[src/dspc_map.vh]
// register map, bit positions, modes and timing counts of the debug
// serial port control block; definitions only, included by bare name
`ifndef DSPC_MAP_VH
`define DSPC_MAP_VH

`define DSPC_CTRL_ADDR   8'h98
`define DSPC_DATA_ADDR   8'h99
`define DSPC_CTRL_RST    8'h00
`define DSPC_NULL_RD     8'h00

`define DSPC_B_MODE_HI   7
`define DSPC_B_MODE_LO   6
`define DSPC_B_MP_EN     5
`define DSPC_B_RX_EN     4
`define DSPC_B_TX_B9     3
`define DSPC_B_RX_B9     2
`define DSPC_B_TX_DONE   1
`define DSPC_B_RX_DONE   0

`define DSPC_MODE_SHIFT  2'h0
`define DSPC_MODE_ASYNC8 2'h1
`define DSPC_MODE_FIXED9 2'h2
`define DSPC_MODE_VAR9   2'h3

`define DSPC_CLK_MHZ     100
`define DSPC_M0_DIV      6
`define DSPC_M0_BITS     8
`define DSPC_M0_END      (`DSPC_M0_DIV * `DSPC_M0_BITS)
`define DSPC_M0_PH_LAST  3'h5
`define DSPC_M0_PH_HALF  3'h3

`define DSPC_OVS_LAST    4'hf
`define DSPC_OVS_MID     4'h7
`define DSPC_DIV64_TICK  2'h3
`define DSPC_DIV32_TICK  2'h1
`define DSPC_TI_IDX8     4'h7
`define DSPC_TI_IDX9     4'h8
`define DSPC_END_IDX8    4'h9
`define DSPC_END_IDX9    4'ha
`define DSPC_RX_LAST     4'h9

`endif

[src/dspc_rate_gen.v]
// sixteen-times oversampling ticks for the asynchronous modes
// assumes timer overflow pulses are one cycle wide and synchronous
`include "dspc_map.vh"
module dspc_rate_gen
(
    input  wire       sys_clk,
    input  wire       rst,
    input  wire       clkEn,
    input  wire [1:0] mode,
    input  wire       smodBit,
    input  wire       rxUseT2,
    input  wire       txUseT2,
    input  wire       t1Ovf,
    input  wire       t2Ovf,
    output wire       rxTick,
    output wire       txTick
);
    reg  [1:0] divCnt_ff;
    reg        t1Half_ff;
    wire [1:0] divLast;
    wire       divTick;
    wire       t1Tick;
    wire       fixedMode;

    // fixed rate: 16 ticks of 4 or 2 clocks give 1/64 or 1/32
    assign divLast   = smodBit ? `DSPC_DIV32_TICK : `DSPC_DIV64_TICK;
    assign divTick   = (divCnt_ff == divLast);
    assign fixedMode = (mode == `DSPC_MODE_FIXED9);
    assign t1Tick    = t1Ovf & (smodBit | t1Half_ff);
    assign rxTick    = fixedMode ? divTick : (rxUseT2 ? t2Ovf : t1Tick);
    assign txTick    = fixedMode ? divTick : (txUseT2 ? t2Ovf : t1Tick);

    always @(posedge sys_clk or posedge rst)
    begin
        if (rst)
        begin
            divCnt_ff <= 2'h0;
            t1Half_ff <= 1'b0;
        end
        else if (clkEn)
        begin
            divCnt_ff <= divTick ? 2'h0 : divCnt_ff + 2'h1;
            if (t1Ovf)
                t1Half_ff <= ~t1Half_ff;
        end
    end
endmodule

[src/dspc_rx_buf.v]
// small receive buffer with valid and ready on both sides
// assumes the reader pops with outReady only while outValid is high
module dspc_rx_buf
#(
    parameter WIDTH = 8,
    parameter DEPTH = 2,
    parameter AW    = 1
)
(
    input  wire             sys_clk,
    input  wire             rst,
    input  wire             clkEn,
    input  wire             inValid,
    output wire             inReady,
    input  wire [WIDTH-1:0] inData,
    output wire             outValid,
    input  wire             outReady,
    output wire [WIDTH-1:0] outData
);
    reg [WIDTH-1:0] mem_ff [0:DEPTH-1];
    reg [AW-1:0]    wrPtr_ff;
    reg [AW-1:0]    rdPtr_ff;
    reg [AW:0]      count_ff;
    wire            push;
    wire            pop;

    assign inReady  = (count_ff != DEPTH[AW:0]);
    assign outValid = (count_ff != {(AW+1){1'b0}});
    assign outData  = mem_ff[rdPtr_ff];
    assign push     = inValid & inReady;
    assign pop      = outReady & outValid;

    function [AW-1:0] bump;
        input [AW-1:0] ptr;
        begin
            bump = (ptr == DEPTH[AW-1:0] - 1'b1) ? {AW{1'b0}} : ptr + 1'b1;
        end
    endfunction

    always @(posedge sys_clk)
    begin
        if (clkEn & push)
            mem_ff[wrPtr_ff] <= inData;
    end

    always @(posedge sys_clk or posedge rst)
    begin
        if (rst)
        begin
            wrPtr_ff <= {AW{1'b0}};
            rdPtr_ff <= {AW{1'b0}};
            count_ff <= {(AW+1){1'b0}};
        end
        else if (clkEn)
        begin
            if (push)
                wrPtr_ff <= bump(wrPtr_ff);
            if (pop)
                rdPtr_ff <= bump(rdPtr_ff);
            if (push & ~pop)
                count_ff <= count_ff + 1'b1;
            else if (pop & ~push)
                count_ff <= count_ff - 1'b1;
        end
    end
endmodule

[src/dspc_serial_ctrl.v]
// debug serial port: control/status register, mode 0 shift engine,
// asynchronous transmit and receive engines and receive buffer
// assumes a synchronous special-function bus and synchronous pins
//
// Overview of operation
// - control bits 7..6 pick shift, 8-bit, 9-bit fixed or 9-bit variable
// - shift mode runs at clock/6; fixed 9-bit mode at clock/64 or /32
// - 9-bit modes with filter on drop frames whose ninth bit is 0
// - 8-bit mode with filter on drops frames lacking a valid stop bit
// - filter off means no dropping; shift mode ignores the filter bit
// - reception only while receive enable bit 4 is set by firmware
// - 9-bit modes send transmit ninth bit 3; other modes ignore it
// - received ninth bit or stop bit goes to bit 2; shift mode leaves it
// - transmit flag set after ninth bit time, or eighth in other modes
// - hardware never clears the transmit flag; firmware clears it
// - hardware never clears the receive flag; firmware clears it
// - 9-bit modes raise receive flag one clock after ninth bit sample
// - 8-bit mode raises receive flag one clock after stop bit sample
// - shift mode receive flag at state 1 of ninth machine cycle
// - flags request an interrupt only when the enable input is set
// - read-modify-write never overwrites flag bits hardware just changed
// - 8-bit frame: start 0, eight data bits lsb first, stop 1
// - 9-bit frame: start 0, eight data bits, ninth bit, stop 1
// - shift receive starts on flag 0 and enable; async on start bit
// - a write of the data buffer starts a transmission only while the engine is idle
`include "dspc_map.vh"
module dspc_serial_ctrl
#(
    parameter BUF_DEPTH = 2,
    parameter BUF_AW    = 1
)
(
    input  wire       sys_clk,
    input  wire       rst,
    input  wire       clkEn,
    input  wire [7:0] sfrAddr,
    input  wire       sfrWrEn,
    input  wire       sfrRmw,
    input  wire [7:0] sfrWrData,
    input  wire       sfrRdEn,
    output reg  [7:0] sfrRdData,
    input  wire       serialIrqEnable,
    output reg        serialIrq,
    input  wire       smodBit,
    input  wire       rxUseT2,
    input  wire       txUseT2,
    input  wire       t1Ovf,
    input  wire       t2Ovf,
    input  wire       rxdIn,
    output reg        rxdOut,
    output reg        rxdOe,
    output reg        txdOut
);
    reg  [7:0]  ctrl_ff;
    reg  [7:0]  nxt_ctrl;
    reg  [2:0]  hwMark_ff;
    reg  [2:0]  nxt_hwMark;

    reg         m0Act_ff;
    reg         m0Tx_ff;
    reg  [5:0]  m0Cnt_ff;
    reg  [2:0]  m0Ph_ff;
    reg  [7:0]  m0Sh_ff;

    reg         atAct_ff;
    reg  [3:0]  atTick_ff;
    reg  [3:0]  atBit_ff;
    reg  [10:0] atSh_ff;

    reg         arAct_ff;
    reg  [3:0]  arTick_ff;
    reg  [3:0]  arBit_ff;
    reg  [8:0]  arSh_ff;
    reg         arDone_ff;
    reg         rxPrev_ff;

    wire [1:0]  mode;
    wire        nineBit;
    wire        isShift;
    wire        mpEn;
    wire        rxEn;
    wire        wrCtrl;
    wire        wrData;
    wire        rdCtrl;
    wire        rdData;
    wire        rxTick;
    wire        txTick;
    wire        m0TxEnd;
    wire        m0RxEnd;
    wire        m0Go;
    wire        atEdge;
    wire        arSample;
    wire        arAccept;
    wire        pushValid;
    wire [7:0]  pushData;
    wire        bufInReady;
    wire        bufOutValid;
    wire [7:0]  bufOutData;
    wire        setTi;
    wire        setRi;
    wire        setRb8;
    wire        rb8Val;
    wire [7:0]  lockMask;

    assign mode    = {ctrl_ff[`DSPC_B_MODE_HI], ctrl_ff[`DSPC_B_MODE_LO]};
    assign isShift = (mode == `DSPC_MODE_SHIFT);
    assign nineBit = mode[1];
    assign mpEn    = ctrl_ff[`DSPC_B_MP_EN];
    assign rxEn    = ctrl_ff[`DSPC_B_RX_EN];

    assign wrCtrl  = sfrWrEn & (sfrAddr == `DSPC_CTRL_ADDR);
    assign wrData  = sfrWrEn & (sfrAddr == `DSPC_DATA_ADDR);
    assign rdCtrl  = sfrRdEn & (sfrAddr == `DSPC_CTRL_ADDR);
    assign rdData  = sfrRdEn & (sfrAddr == `DSPC_DATA_ADDR);

    function [3:0] tiIdx;
        input nine;
        begin
            tiIdx = nine ? `DSPC_TI_IDX9 : `DSPC_TI_IDX8;
        end
    endfunction

    function [3:0] endIdx;
        input nine;
        begin
            endIdx = nine ? `DSPC_END_IDX9 : `DSPC_END_IDX8;
        end
    endfunction

    dspc_rate_gen u_rate
    (
        .sys_clk (sys_clk),
        .rst     (rst),
        .clkEn   (clkEn),
        .mode    (mode),
        .smodBit (smodBit),
        .rxUseT2 (rxUseT2),
        .txUseT2 (txUseT2),
        .t1Ovf   (t1Ovf),
        .t2Ovf   (t2Ovf),
        .rxTick  (rxTick),
        .txTick  (txTick)
    );

    dspc_rx_buf
    #(
        .WIDTH (8),
        .DEPTH (BUF_DEPTH),
        .AW    (BUF_AW)
    )
    u_buf
    (
        .sys_clk  (sys_clk),
        .rst      (rst),
        .clkEn    (clkEn),
        .inValid  (pushValid),
        .inReady  (bufInReady),
        .inData   (pushData),
        .outValid (bufOutValid),
        .outReady (rdData),
        .outData  (bufOutData)
    );

    // mode 0: one bit per six clocks, clock out on txd, data on rxd
    assign m0TxEnd = m0Act_ff & m0Tx_ff & (m0Cnt_ff == `DSPC_M0_END - 1);
    assign m0RxEnd = m0Act_ff & ~m0Tx_ff & (m0Cnt_ff == `DSPC_M0_END);
    assign m0Go    = isShift & rxEn & ~ctrl_ff[`DSPC_B_RX_DONE]
                     & ~m0Act_ff & ~wrData;

    always @(posedge sys_clk or posedge rst)
    begin
        if (rst)
        begin
            m0Act_ff <= 1'b0;
            m0Tx_ff  <= 1'b0;
            m0Cnt_ff <= 6'h00;
            m0Ph_ff  <= 3'h0;
            m0Sh_ff  <= 8'h00;
        end
        else if (clkEn)
        begin
            if (!m0Act_ff)
            begin
                m0Cnt_ff <= 6'h00;
                m0Ph_ff  <= 3'h0;
                if (isShift & wrData)
                begin
                    m0Act_ff <= 1'b1;
                    m0Tx_ff  <= 1'b1;
                    m0Sh_ff  <= sfrWrData;
                end
                else if (m0Go)
                begin
                    m0Act_ff <= 1'b1;
                    m0Tx_ff  <= 1'b0;
                end
            end
            else
            begin
                m0Cnt_ff <= m0Cnt_ff + 6'h01;
                m0Ph_ff  <= (m0Ph_ff == `DSPC_M0_PH_LAST) ? 3'h0
                                                           : m0Ph_ff + 3'h1;
                if ((m0Ph_ff == `DSPC_M0_PH_LAST)
                    && (m0Cnt_ff < `DSPC_M0_END))
                    m0Sh_ff <= m0Tx_ff ? {1'b0, m0Sh_ff[7:1]}
                                       : {rxdIn, m0Sh_ff[7:1]};
                if (m0TxEnd | m0RxEnd)
                    m0Act_ff <= 1'b0;
            end
        end
    end

    // asynchronous transmit, sixteen ticks per bit
    assign atEdge = atAct_ff & txTick & (atTick_ff == `DSPC_OVS_LAST);

    always @(posedge sys_clk or posedge rst)
    begin
        if (rst)
        begin
            atAct_ff  <= 1'b0;
            atTick_ff <= 4'h0;
            atBit_ff  <= 4'h0;
            atSh_ff   <= 11'h7ff;
        end
        else if (clkEn)
        begin
            if (!atAct_ff)
            begin
                if (!isShift & wrData)
                begin
                    atAct_ff  <= 1'b1;
                    atTick_ff <= 4'h0;
                    atBit_ff  <= 4'h0;
                    if (nineBit)
                        atSh_ff <= {1'b1, ctrl_ff[`DSPC_B_TX_B9],
                                    sfrWrData, 1'b0};
                    else
                        atSh_ff <= {2'b11, sfrWrData, 1'b0};
                end
            end
            else if (txTick)
            begin
                atTick_ff <= atTick_ff + 4'h1;
                if (atEdge)
                begin
                    atSh_ff  <= {1'b1, atSh_ff[10:1]};
                    atBit_ff <= atBit_ff + 4'h1;
                    if (atBit_ff == endIdx(nineBit))
                        atAct_ff <= 1'b0;
                end
            end
        end
    end

    // asynchronous receive, sampled at mid bit
    assign arSample = arAct_ff & rxTick & (arTick_ff == `DSPC_OVS_MID);

    always @(posedge sys_clk or posedge rst)
    begin
        if (rst)
        begin
            arAct_ff  <= 1'b0;
            arTick_ff <= 4'h0;
            arBit_ff  <= 4'h0;
            arSh_ff   <= 9'h000;
            arDone_ff <= 1'b0;
            rxPrev_ff <= 1'b1;
        end
        else if (clkEn)
        begin
            rxPrev_ff <= rxdIn;
            arDone_ff <= 1'b0;
            if (!arAct_ff)
            begin
                if (!isShift & rxEn & rxPrev_ff & ~rxdIn)
                begin
                    arAct_ff  <= 1'b1;
                    arTick_ff <= 4'h0;
                    arBit_ff  <= 4'h0;
                end
            end
            else if (rxTick)
            begin
                arTick_ff <= arTick_ff + 4'h1;
                if (arSample)
                begin
                    arBit_ff <= arBit_ff + 4'h1;
                    if (arBit_ff == 4'h0)
                    begin
                        if (rxdIn)
                            arAct_ff <= 1'b0;
                    end
                    else
                        arSh_ff <= {rxdIn, arSh_ff[8:1]};
                    // ninth bit or stop bit ends the frame here
                    if (arBit_ff == `DSPC_RX_LAST)
                    begin
                        arAct_ff  <= 1'b0;
                        arDone_ff <= 1'b1;
                    end
                end
            end
        end
    end

    // filter: bit 8 holds the ninth bit or the mode 1 stop bit
    assign arAccept  = arDone_ff & (~mpEn | arSh_ff[8]);
    assign pushValid = arAccept | m0RxEnd;
    assign pushData  = m0RxEnd ? m0Sh_ff : arSh_ff[7:0];

    // a full buffer drops the frame without touching flags
    assign setRi  = pushValid & bufInReady;
    assign setRb8 = arAccept & bufInReady;
    assign rb8Val = arSh_ff[8];
    assign setTi  = m0TxEnd | (atEdge & (atBit_ff == tiIdx(nineBit)));

    assign lockMask = sfrRmw ? {5'h00, hwMark_ff} : 8'h00;

    always @*
    begin
        nxt_ctrl   = ctrl_ff;
        nxt_hwMark = rdCtrl ? 3'h0 : hwMark_ff;
        if (wrCtrl)
            nxt_ctrl = (sfrWrData & ~lockMask) | (ctrl_ff & lockMask);
        if (setRb8)
            nxt_ctrl[`DSPC_B_RX_B9] = rb8Val;
        if (setTi)
            nxt_ctrl[`DSPC_B_TX_DONE] = 1'b1;
        if (setRi)
            nxt_ctrl[`DSPC_B_RX_DONE] = 1'b1;
        nxt_hwMark = nxt_hwMark | {setRb8, setTi, setRi};
    end

    always @(posedge sys_clk or posedge rst)
    begin
        if (rst)
        begin
            ctrl_ff   <= `DSPC_CTRL_RST;
            hwMark_ff <= 3'h0;
            sfrRdData <= `DSPC_NULL_RD;
            serialIrq <= 1'b0;
            rxdOut    <= 1'b1;
            rxdOe     <= 1'b0;
            txdOut    <= 1'b1;
        end
        else if (clkEn)
        begin
            ctrl_ff   <= nxt_ctrl;
            hwMark_ff <= nxt_hwMark;
            if (rdCtrl)
                sfrRdData <= ctrl_ff;
            else if (rdData)
                sfrRdData <= bufOutValid ? bufOutData : `DSPC_NULL_RD;
            else if (sfrRdEn)
                sfrRdData <= `DSPC_NULL_RD;
            serialIrq <= serialIrqEnable
                         & (ctrl_ff[`DSPC_B_TX_DONE]
                            | ctrl_ff[`DSPC_B_RX_DONE]);
            rxdOut <= (m0Act_ff & m0Tx_ff) ? m0Sh_ff[0] : 1'b1;
            rxdOe  <= m0Act_ff & m0Tx_ff & (m0Cnt_ff < `DSPC_M0_END);
            if (m0Act_ff & (m0Cnt_ff < `DSPC_M0_END))
                txdOut <= (m0Ph_ff >= `DSPC_M0_PH_HALF);
            else if (atAct_ff)
                txdOut <= atSh_ff[0];
            else
                txdOut <= 1'b1;
        end
    end
endmodule

[config.mk]
export PLATFORM = sky130hd
export DESIGN_NAME = dspc_serial_ctrl
export DESIGN_NICKNAME = d
export VERILOG_FILES = /design/src/dspc_rate_gen.v /design/src/dspc_rx_buf.v /design/src/dspc_serial_ctrl.v
export VERILOG_INCLUDE_DIRS = /design/src
export SDC_FILE = /design/constraint.sdc
export NUM_CORES = 1
export LEC_CHECK = 0
export CAP_MARGIN = 15
export CORE_MARGIN = 2
export CORE_UTILIZATION = 45
export DETAILED_ROUTE_END_ITERATION = 6
export DONT_BUFFER_PORTS = 1
export HOLD_SLACK_MARGIN = 0.02
export PLACE_DENSITY_LB_ADDON = 0.3
export SLEW_MARGIN = 20
export SYNTH_ARGS = -nofsm -noshare
export SYNTH_HDL_FRONTEND = slang
export SYNTH_SLANG_ARGS = --single-unit
[constraint.sdc]
create_clock -name sys_clk -period 2.9 [get_ports sys_clk]
set_input_delay 0.145 -clock sys_clk [delete_from_list [all_inputs] [get_ports sys_clk]]
set_output_delay 0.145 -clock sys_clk [all_outputs]
set_load 0.02 [all_outputs]
## Yosys cells after proc, flatten, opt, wreduce, memory -nomap -nowiden

Memory sizes are Yosys's and may differ from the RTL's.
Index checks and enable logic that the tools add are counted.

- Flip-flop bits (word level): 89
- Bits in writable memories: 16
- Input port bits: 29
- Output and inout port bits: 12
- Logic and storage cells: 220
- Memories: 1

Memory list:

| memory | words | width | read ports | clocked after memory_dff | write ports | RTL line | text |
|---|---|---|---|---|---|---|---|
| u_buf.mem_ff | 2 | 8 | 1 | 0 | 1 | dspc_rx_buf.v:20 | `reg [WIDTH-1:0] mem_ff [0:DEPTH-1];` |

- Add/sub/neg operators: 11
- Magnitude comparators: 2
- Equal/unequal tests: 18
- Mux-type cells: 74
- Bitwise gates (word level): 54
- Reductions and logical operators: 30

Operators by type and width:

| kind | count |
|---|---|
| $mux 8 | 9 |
| $mux 4 | 13 |
| $mux 11 | 4 |
| $mux 1 | 36 |
| $and 1x1->1 | 33 |
| $reduce_and 2->1 | 9 |
| $reduce_bool 2->1 | 9 |
| $add 4x1->4 const B | 4 |
| $eq 8x8->1 const B | 2 |
| $mux 3 | 5 |
| $eq 6x6->1 const B | 2 |
| $reduce_and 3->1 | 4 |
| $mux 10 | 1 |
| $mux 2 | 5 |
| $ne 2x1->1 const B | 5 |
| $not 1->1 | 10 |
| $and 8x3->8 | 1 |
| $and 8x8->8 | 1 |
| $eq 4x4->1 | 2 |
| $eq 4x4->1 const B | 2 |
| $not 3->8 | 1 |
| $or 8x8->8 | 1 |
| $reduce_and 4->1 | 2 |
| $add 6x1->6 const B | 1 |
| 20 further kinds | 27 |

## Depth between registers and ports, before layout

- Depth in word-level cells: 10
- Depth in mapped cells: 9
- Mapped depth without buffers: 9

## Cells and area by module

From an unflattened synthesis, not the netlist that was laid out.

- Cells, all modules: 466
- Area, all modules: 5038.6 µm²

By module, submodules not included:

| module | instances | cells each | area each (µm²) | seq. area each (µm²) |
|---|---|---|---|---|
| dspc_serial_ctrl | 1 | 402 | 4062.6 | 2043.2 |
| dspc_rx_buf | 1 | 46 | 800.8 | 580.6 |
| dspc_rate_gen | 1 | 18 | 175.2 | 75.1 |

## Worst setup path before layout

Ideal clock, no wire load.

- Path type: reg2reg
- Start: reg m0Cnt_ff[0]
- End: mem u_buf.mem_ff[0][0], enable pin
- Library setup time: 0.373 ns
- Arrival: 1.897 ns
- Required time: 2.527 ns
- Path slack: 0.630 ns
- Stages on the path, launching flop included: 7
- Buffers on the path: 0
- Clock period less this slack: 2.270 ns
- Cell sequence: dfrtp_1 inv_1 ha_1 nand2b_1 or4_1 a21oi_1 nor2b_1

- Word-level cells in the longest chain between the ends: 7

RTL lines:

| element | RTL line | text |
|---|---|---|
| from (decl) | dspc_serial_ctrl.v:61 | `reg [5:0] m0Cnt_ff;` |
| from (signal assigned) | dspc_serial_ctrl.v:200 | `m0Cnt_ff <= m0Cnt_ff + 6'h01;` |
| $eq 6x6->1 (no source line) | n/a |  |
| $and 1x1->1 | dspc_serial_ctrl.v:166 | `` assign m0RxEnd = m0Act_ff & ~m0Tx_ff & (m0Cnt_ff == `DSPC_M0_END); `` |
| $or 1x1->1 | dspc_serial_ctrl.v:308 | `assign pushValid = arAccept \| m0RxEnd;` |
| $and 1x1->1 | dspc_rx_buf.v:30 | `assign push = inValid & inReady;` |
| $and 1x1->1 | dspc_rx_buf.v:42 | `if (clkEn & push)` |
| $mux 1 | dspc_rx_buf.v:42 |  |
| $mux 1 (implied by the code) | dspc_rx_buf.v:43 | `mem_ff[wrPtr_ff] <= inData;` |
| to (decl) | dspc_rx_buf.v:20 |  |

No other way between the ends.

## Worst setup path in the final report

- Start: reg m0Cnt_ff[0]
- End: reg u_buf.count_ff[1]

- Word-level cells in the longest chain between the ends: 8
- Elaborated cells on any way between the ends: 10
- Classes of those cells: 1 x eq/ne; 1 x mux; 6 x bitwise; 2 x reduce/logical

RTL lines:

| element | RTL line | text |
|---|---|---|
| $eq 6x6->1 (no source line) (*) | n/a |  |
| $and 1x1->1 (*) | dspc_serial_ctrl.v:166 |  |
| $or 1x1->1 (*) | dspc_serial_ctrl.v:308 |  |
| $and 1x1->1 (*) | dspc_rx_buf.v:30 |  |
| $not 1->1 | dspc_rx_buf.v:62 | `else if (pop & ~push)` |
| $and 1x1->1 | dspc_rx_buf.v:62 |  |
| $reduce_bool 2->1 (no source line) | n/a |  |
| $reduce_and 2->1 (no source line) | n/a |  |
| to (signal assigned) | dspc_rx_buf.v:52 | `count_ff <= {(AW+1){1'b0}};` |
| to (signal assigned) | dspc_rx_buf.v:61 | `count_ff <= count_ff + 1'b1;` |
| to (signal assigned) | dspc_rx_buf.v:63 | `count_ff <= count_ff - 1'b1;` |
| to (decl) | dspc_rx_buf.v:23 | `reg [AW:0] count_ff;` |

Every way passes the cells marked *; elsewhere a longest branch is shown, timed or not.
A chain may end at the register's enable or synchronous reset.

==> impl_results.rst <==
.. list-table::
   :header-rows: 1

   * - Metric
     - Value
   * - Worst reg2reg endpoint
     - u_buf.count_ff[1]
   * - Slew HR
     - 41.9%
   * - Clock-pin slew on the worst setup and hold paths
     - 0.08 ns
   * - Predominant post-synthesis flop cell
     - sky130_fd_sc_hd__dfrtp_1
   * - Post-synthesis net count
     - 515
   * - Number of DRC violations after detailed-routing iteration 0
     - 178
   * - Number of fill cells
     - 1010
   * - Final ANT Viol Nets
     - 0
   * - Number of buffer cells added on primary ports
     - 0
   * - Worst reg2reg setup slack
     - 0.55 ns
   * - Avg Cell Area, Syn
     - 10.8 um^2
   * - Slew at the pin with the worst max-slew slack
     - 0.870 ns
   * - Final hold violation count
     - 0
   * - Vias/cell
     - 5.74
   * - Worst min-delay path category
     - primary input to register
   * - Cells on Worst Hold Path
     - 2
   * - Detailed-router iteration count before antenna repair
     - 4
   * - Setup crit start kind
     - register
   * - Multi-input logic area
     - 2250 um^2
   * - Area delta synth->final
     - 11.4%
   * - Number of antenna violations at the first check in global routing
     - 0
   * - DRC violation count after routing
     - 0
   * - Remaining global-route overflow
     - 0
   * - Source-to-sink clock delay at the later pin of the worst-skew pair
     - 0.36 ns
   * - Number of maximum-capacitance constraint violations
     - 0
   * - Maximum root-to-sink buffer count
     - 2
   * - Final worst slack
     - 0.548 ns
   * - Global-route wire length before repair
     - 19.2 mm
   * - Fraction of registers with async set/reset
     - 84.6%
   * - Total global-route track usage
     - 19.7%
   * - Leakage power
     - 0.00252 uW
   * - Pins over their slew limit
     - 0
   * - Total number of vias
     - 3649
   * - Global placement routability congestion
     - 0.850
   * - Sequential share of the synthesized area
     - 52.4%
   * - WS Path Type
     - register to register
   * - Quantity of hold-fixing buffers added after cts
     - 15
   * - Ordered cell list for the critical path
     - inv_1, ha_1, nand2b_1, or4_1, a21boi_1, ha_1, nand2b_1, nor2_1, xor2_1
   * - CTS tree
     - done
   * - Vertical die dimension
     - 111 um
   * - Worst vdd rail ir drop
     - 381 uV
   * - Fraction of final layout cells with drive strength greater than 1
     - 18.1%
   * - Maximum fanout along the worst path
     - 3
   * - Largest incremental delay on the critical path
     - 0.50 ns
   * - Placement Setup Slack
     - 0.609 ns
   * - Distinct cell type count of the synthesized netlist
     - 61
   * - Worst Skew
     - 0.0105 ns
   * - Number of antenna repair diodes
     - 0
   * - Worst flop-to-flop path startpoint
     - m0Cnt_ff[0]
   * - Routed len/inst
     - 17.9 um
   * - Post-Synthesis Cells
     - 476
   * - Number of warnings printed during yosys synthesis
     - 0
   * - Fin crit share
     - 81.1%
   * - IO Count
     - 41
   * - Post-layout minimum cycle time
     - 2.35 ns
   * - Setup_tns
     - 0 ns
   * - Run status
     - complete, no violations
   * - Die ar.
     - 12300 um^2
   * - Total wire length
     - 11.4 mm
   * - Number of buffers added by the clock tree synthesis step
     - 9
   * - Cell with the largest stage delay on the worst path
     - sky130_fd_sc_hd__or4_1
   * - Number of cells on the worst reg-to-reg path
     - 9
   * - Placeable core region
     - 11300 um^2
   * - Number of cells after detailed placement
     - 605
   * - Filler-free cell count of the finished design
     - 636
   * - Crit path required time
     - 3.18 ns
   * - Final core occ
     - 50.9%
   * - Number of resized instances in the post-cts repair step
     - 0
   * - Fmax
     - 425 MHz
   * - Register area
     - 2700 um^2
   * - Post-synthesis instance area
     - 5150 um^2
   * - Via count of the first global-routing pass
     - 3658
   * - H-tree levels
     - 3
   * - Post-DP HPWL
     - 7.88 mm
   * - Effective utilization at floorplan
     - 45.7%
   * - Hold Path Origin
     - clkEn
   * - Die span in x
     - 111 um
   * - Buffer type at the clock tree root
     - sky130_fd_sc_hd__clkbuf_16
   * - Site row count
     - 39
   * - Worst hold margin
     - 0.0461 ns
   * - Net count, final
     - 527
   * - Pin count of the biggest net entering global routing
     - 50
   * - Power Density
     - 579 nW/um^2
   * - Critical path arrival
     - 2.63 ns
   * - Count of state elements after synthesis
     - 104
   * - Number of enable-type register cells in the synthesized netlist
     - 16
   * - Setup violation total in the final timing report
     - 0
   * - Post-CTS setup buffers
     - 0
   * - Setup repair after global routing missed its margin
     - no
   * - Critical path capture point type
     - register
   * - Clock sinks
     - 104
   * - Destination of the worst hold path
     - m0Ph_ff[1]
[area by class of cell]
class	instances	area share [%]
Sequential cell	104	47.1
Multi-Input combinational cell	324	39.2
Clock buffer	9	3.93
Timing Repair Buffer	23	3.80
Tap cell	143	3.12
Inverter	26	1.72
Clock inverter	7	1.16
[cell families after synthesis]
family / after synthesis / synth area share [%]
muxes: 42 / 8.97
DFF: 104 / 52.4
buffers and inverters: 48 / 3.86
AOI/OAI and AO/OA: 111 / 14.5
xor gates and xnor gates: 8 / 1.36
and+or+nand+nor: 153 / 16.4
adders and majority gates: 10 / 2.43
[registers in the layout (all words and copies together), names as in the netlist, 2 cells and up, named ones only]
name	flops
arSh_ff	9
atBit_ff	4
ctrl_ff	7
u_rate.divCnt_ff	2
atSh_ff	10
atTick_ff	4
arBit_ff	4
m0Ph_ff	3
m0Cnt_ff	6
m0Sh_ff	8
arTick_ff	4
hwMark_ff	3
sfrRdData	8
u_buf.count_ff	2
u_buf.mem_ff	16
[through the flow]
step / total power [uW] / instance area (um^2)
CTS: 3360 / 5740
global placement: 2090 / 5300
floorplan: 2030 / 5150
global route: 3470 / 5740
finish: 3320 / 5740
detailed placement: 2120 / 5300
[where the power goes]
| group | leakage (uW) | switching (uW) | internal [uW] |
|---|---|---|---|
| sequential | 0.00131 | 123 | 1600 |
| clock | 0.000145 | 601 | 609 |
| combinational | 0.00106 | 228 | 165 |
[synthesized netlist by cell type, types with 4 or more instances]
cell type	n	share of area [%]
sky130_fd_sc_hd__nand2b_1	8	0.97
sky130_fd_sc_hd__nand2_1	39	2.8
sky130_fd_sc_hd__xor2_1	5	0.85
sky130_fd_sc_hd__nand4_1	5	0.61
sky130_fd_sc_hd__mux2_2	33	7.2
sky130_fd_sc_hd__o21ai_0	27	2.6
sky130_fd_sc_hd__and2_1	10	1.2
sky130_fd_sc_hd__dfrtp_1	75	36
sky130_fd_sc_hd__o22ai_1	4	0.49
sky130_fd_sc_hd__edfxtp_1	16	9.3
sky130_fd_sc_hd__nor2_1	25	1.8
sky130_fd_sc_hd__buf_2	9	0.87
sky130_fd_sc_hd__dfstp_2	13	6.6
sky130_fd_sc_hd__a22oi_1	8	1.2
sky130_fd_sc_hd__nand3_1	24	2.3
sky130_fd_sc_hd__nor4_1	4	0.49
sky130_fd_sc_hd__o221a_2	6	1.3
sky130_fd_sc_hd__clkbuf_1	11	0.80
sky130_fd_sc_hd__a31oi_1	6	0.73
sky130_fd_sc_hd__a21oi_1	22	2.1
sky130_fd_sc_hd__ha_1	10	2.4
sky130_fd_sc_hd__inv_1	26	1.9
sky130_fd_sc_hd__or4_1	4	0.58
sky130_fd_sc_hd__nor3_1	7	0.68
sky130_fd_sc_hd__o31ai_1	7	1.0
sky130_fd_sc_hd__a211o_1	6	1.0
sky130_fd_sc_hd__mux2i_1	9	1.8
sky130_fd_sc_hd__o211ai_1	6	0.87
[how the worst max path moves through the flow]
| stage | from | to | slack [ns] | cells after the start |
|---|---|---|---|---|
| 6_report | m0Cnt_ff[0] | u_buf.count_ff[1] | 0.55 | 9 |
| 5_1_grt | m0Cnt_ff[0] | u_buf.count_ff[1] | 0.40 | 9 |
| 4_1_cts | m0Cnt_ff[0] | u_buf.count_ff[1] | 0.54 | 9 |
| 3_5_place_dp | m0Cnt_ff[0] | u_buf.count_ff[1] | 0.61 | 9 |
| 3_3_place_gp | m0Cnt_ff[0] | u_buf.count_ff[1] | 0.70 | 9 |
| 2_1_floorplan | rst | async pin | 0.50 | 1 |
[cell usage in the layout, fill, tap and decap left out, types with 8 or more instances in the layout]
| master | synthesis | routed |
|---|---|---|
| sky130_fd_sc_hd__a21oi_1 | 22 | 22 |
| sky130_fd_sc_hd__a22oi_1 | 8 | 8 |
| sky130_fd_sc_hd__and2_1 | 10 | 10 |
| sky130_fd_sc_hd__clkbuf_16 | 0 | 9 |
| sky130_fd_sc_hd__dfrtp_1 | 75 | 75 |
| sky130_fd_sc_hd__dfstp_2 | 13 | 13 |
| sky130_fd_sc_hd__dlygate4sd3_1 | 0 | 14 |
| sky130_fd_sc_hd__edfxtp_1 | 16 | 16 |
| sky130_fd_sc_hd__ha_1 | 10 | 10 |
| sky130_fd_sc_hd__inv_1 | 26 | 25 |
| sky130_fd_sc_hd__mux2_2 | 33 | 33 |
| sky130_fd_sc_hd__mux2i_1 | 9 | 9 |
| sky130_fd_sc_hd__nand2_1 | 39 | 39 |
| sky130_fd_sc_hd__nand2b_1 | 8 | 8 |
| sky130_fd_sc_hd__nand3_1 | 24 | 24 |
| sky130_fd_sc_hd__nor2_1 | 25 | 25 |
| sky130_fd_sc_hd__o21ai_0 | 27 | 27 |
[worst max-delay path, delay by kind of cell, from the launching register on]
family / cells / cell delay, ns
simple gates: 4 / 0.90
compound gates: 1 / 0.25
buf+inv: 1 / 0.11
flops: 1 / 0.40
xor+xnor: 1 / 0.18
fa+ha+maj: 2 / 0.43
[routing by layer]
metal  wire, um  track usage (%)  vias to the layer above
li1           -                -                     1764
met1       5300             26.4                     1815
met2       5460             31.6                       52
met3        447             4.76                       18
met4        192             6.75                        0
met5          0                0                        -
Note: power is estimated with default switching activity, not from simulation.
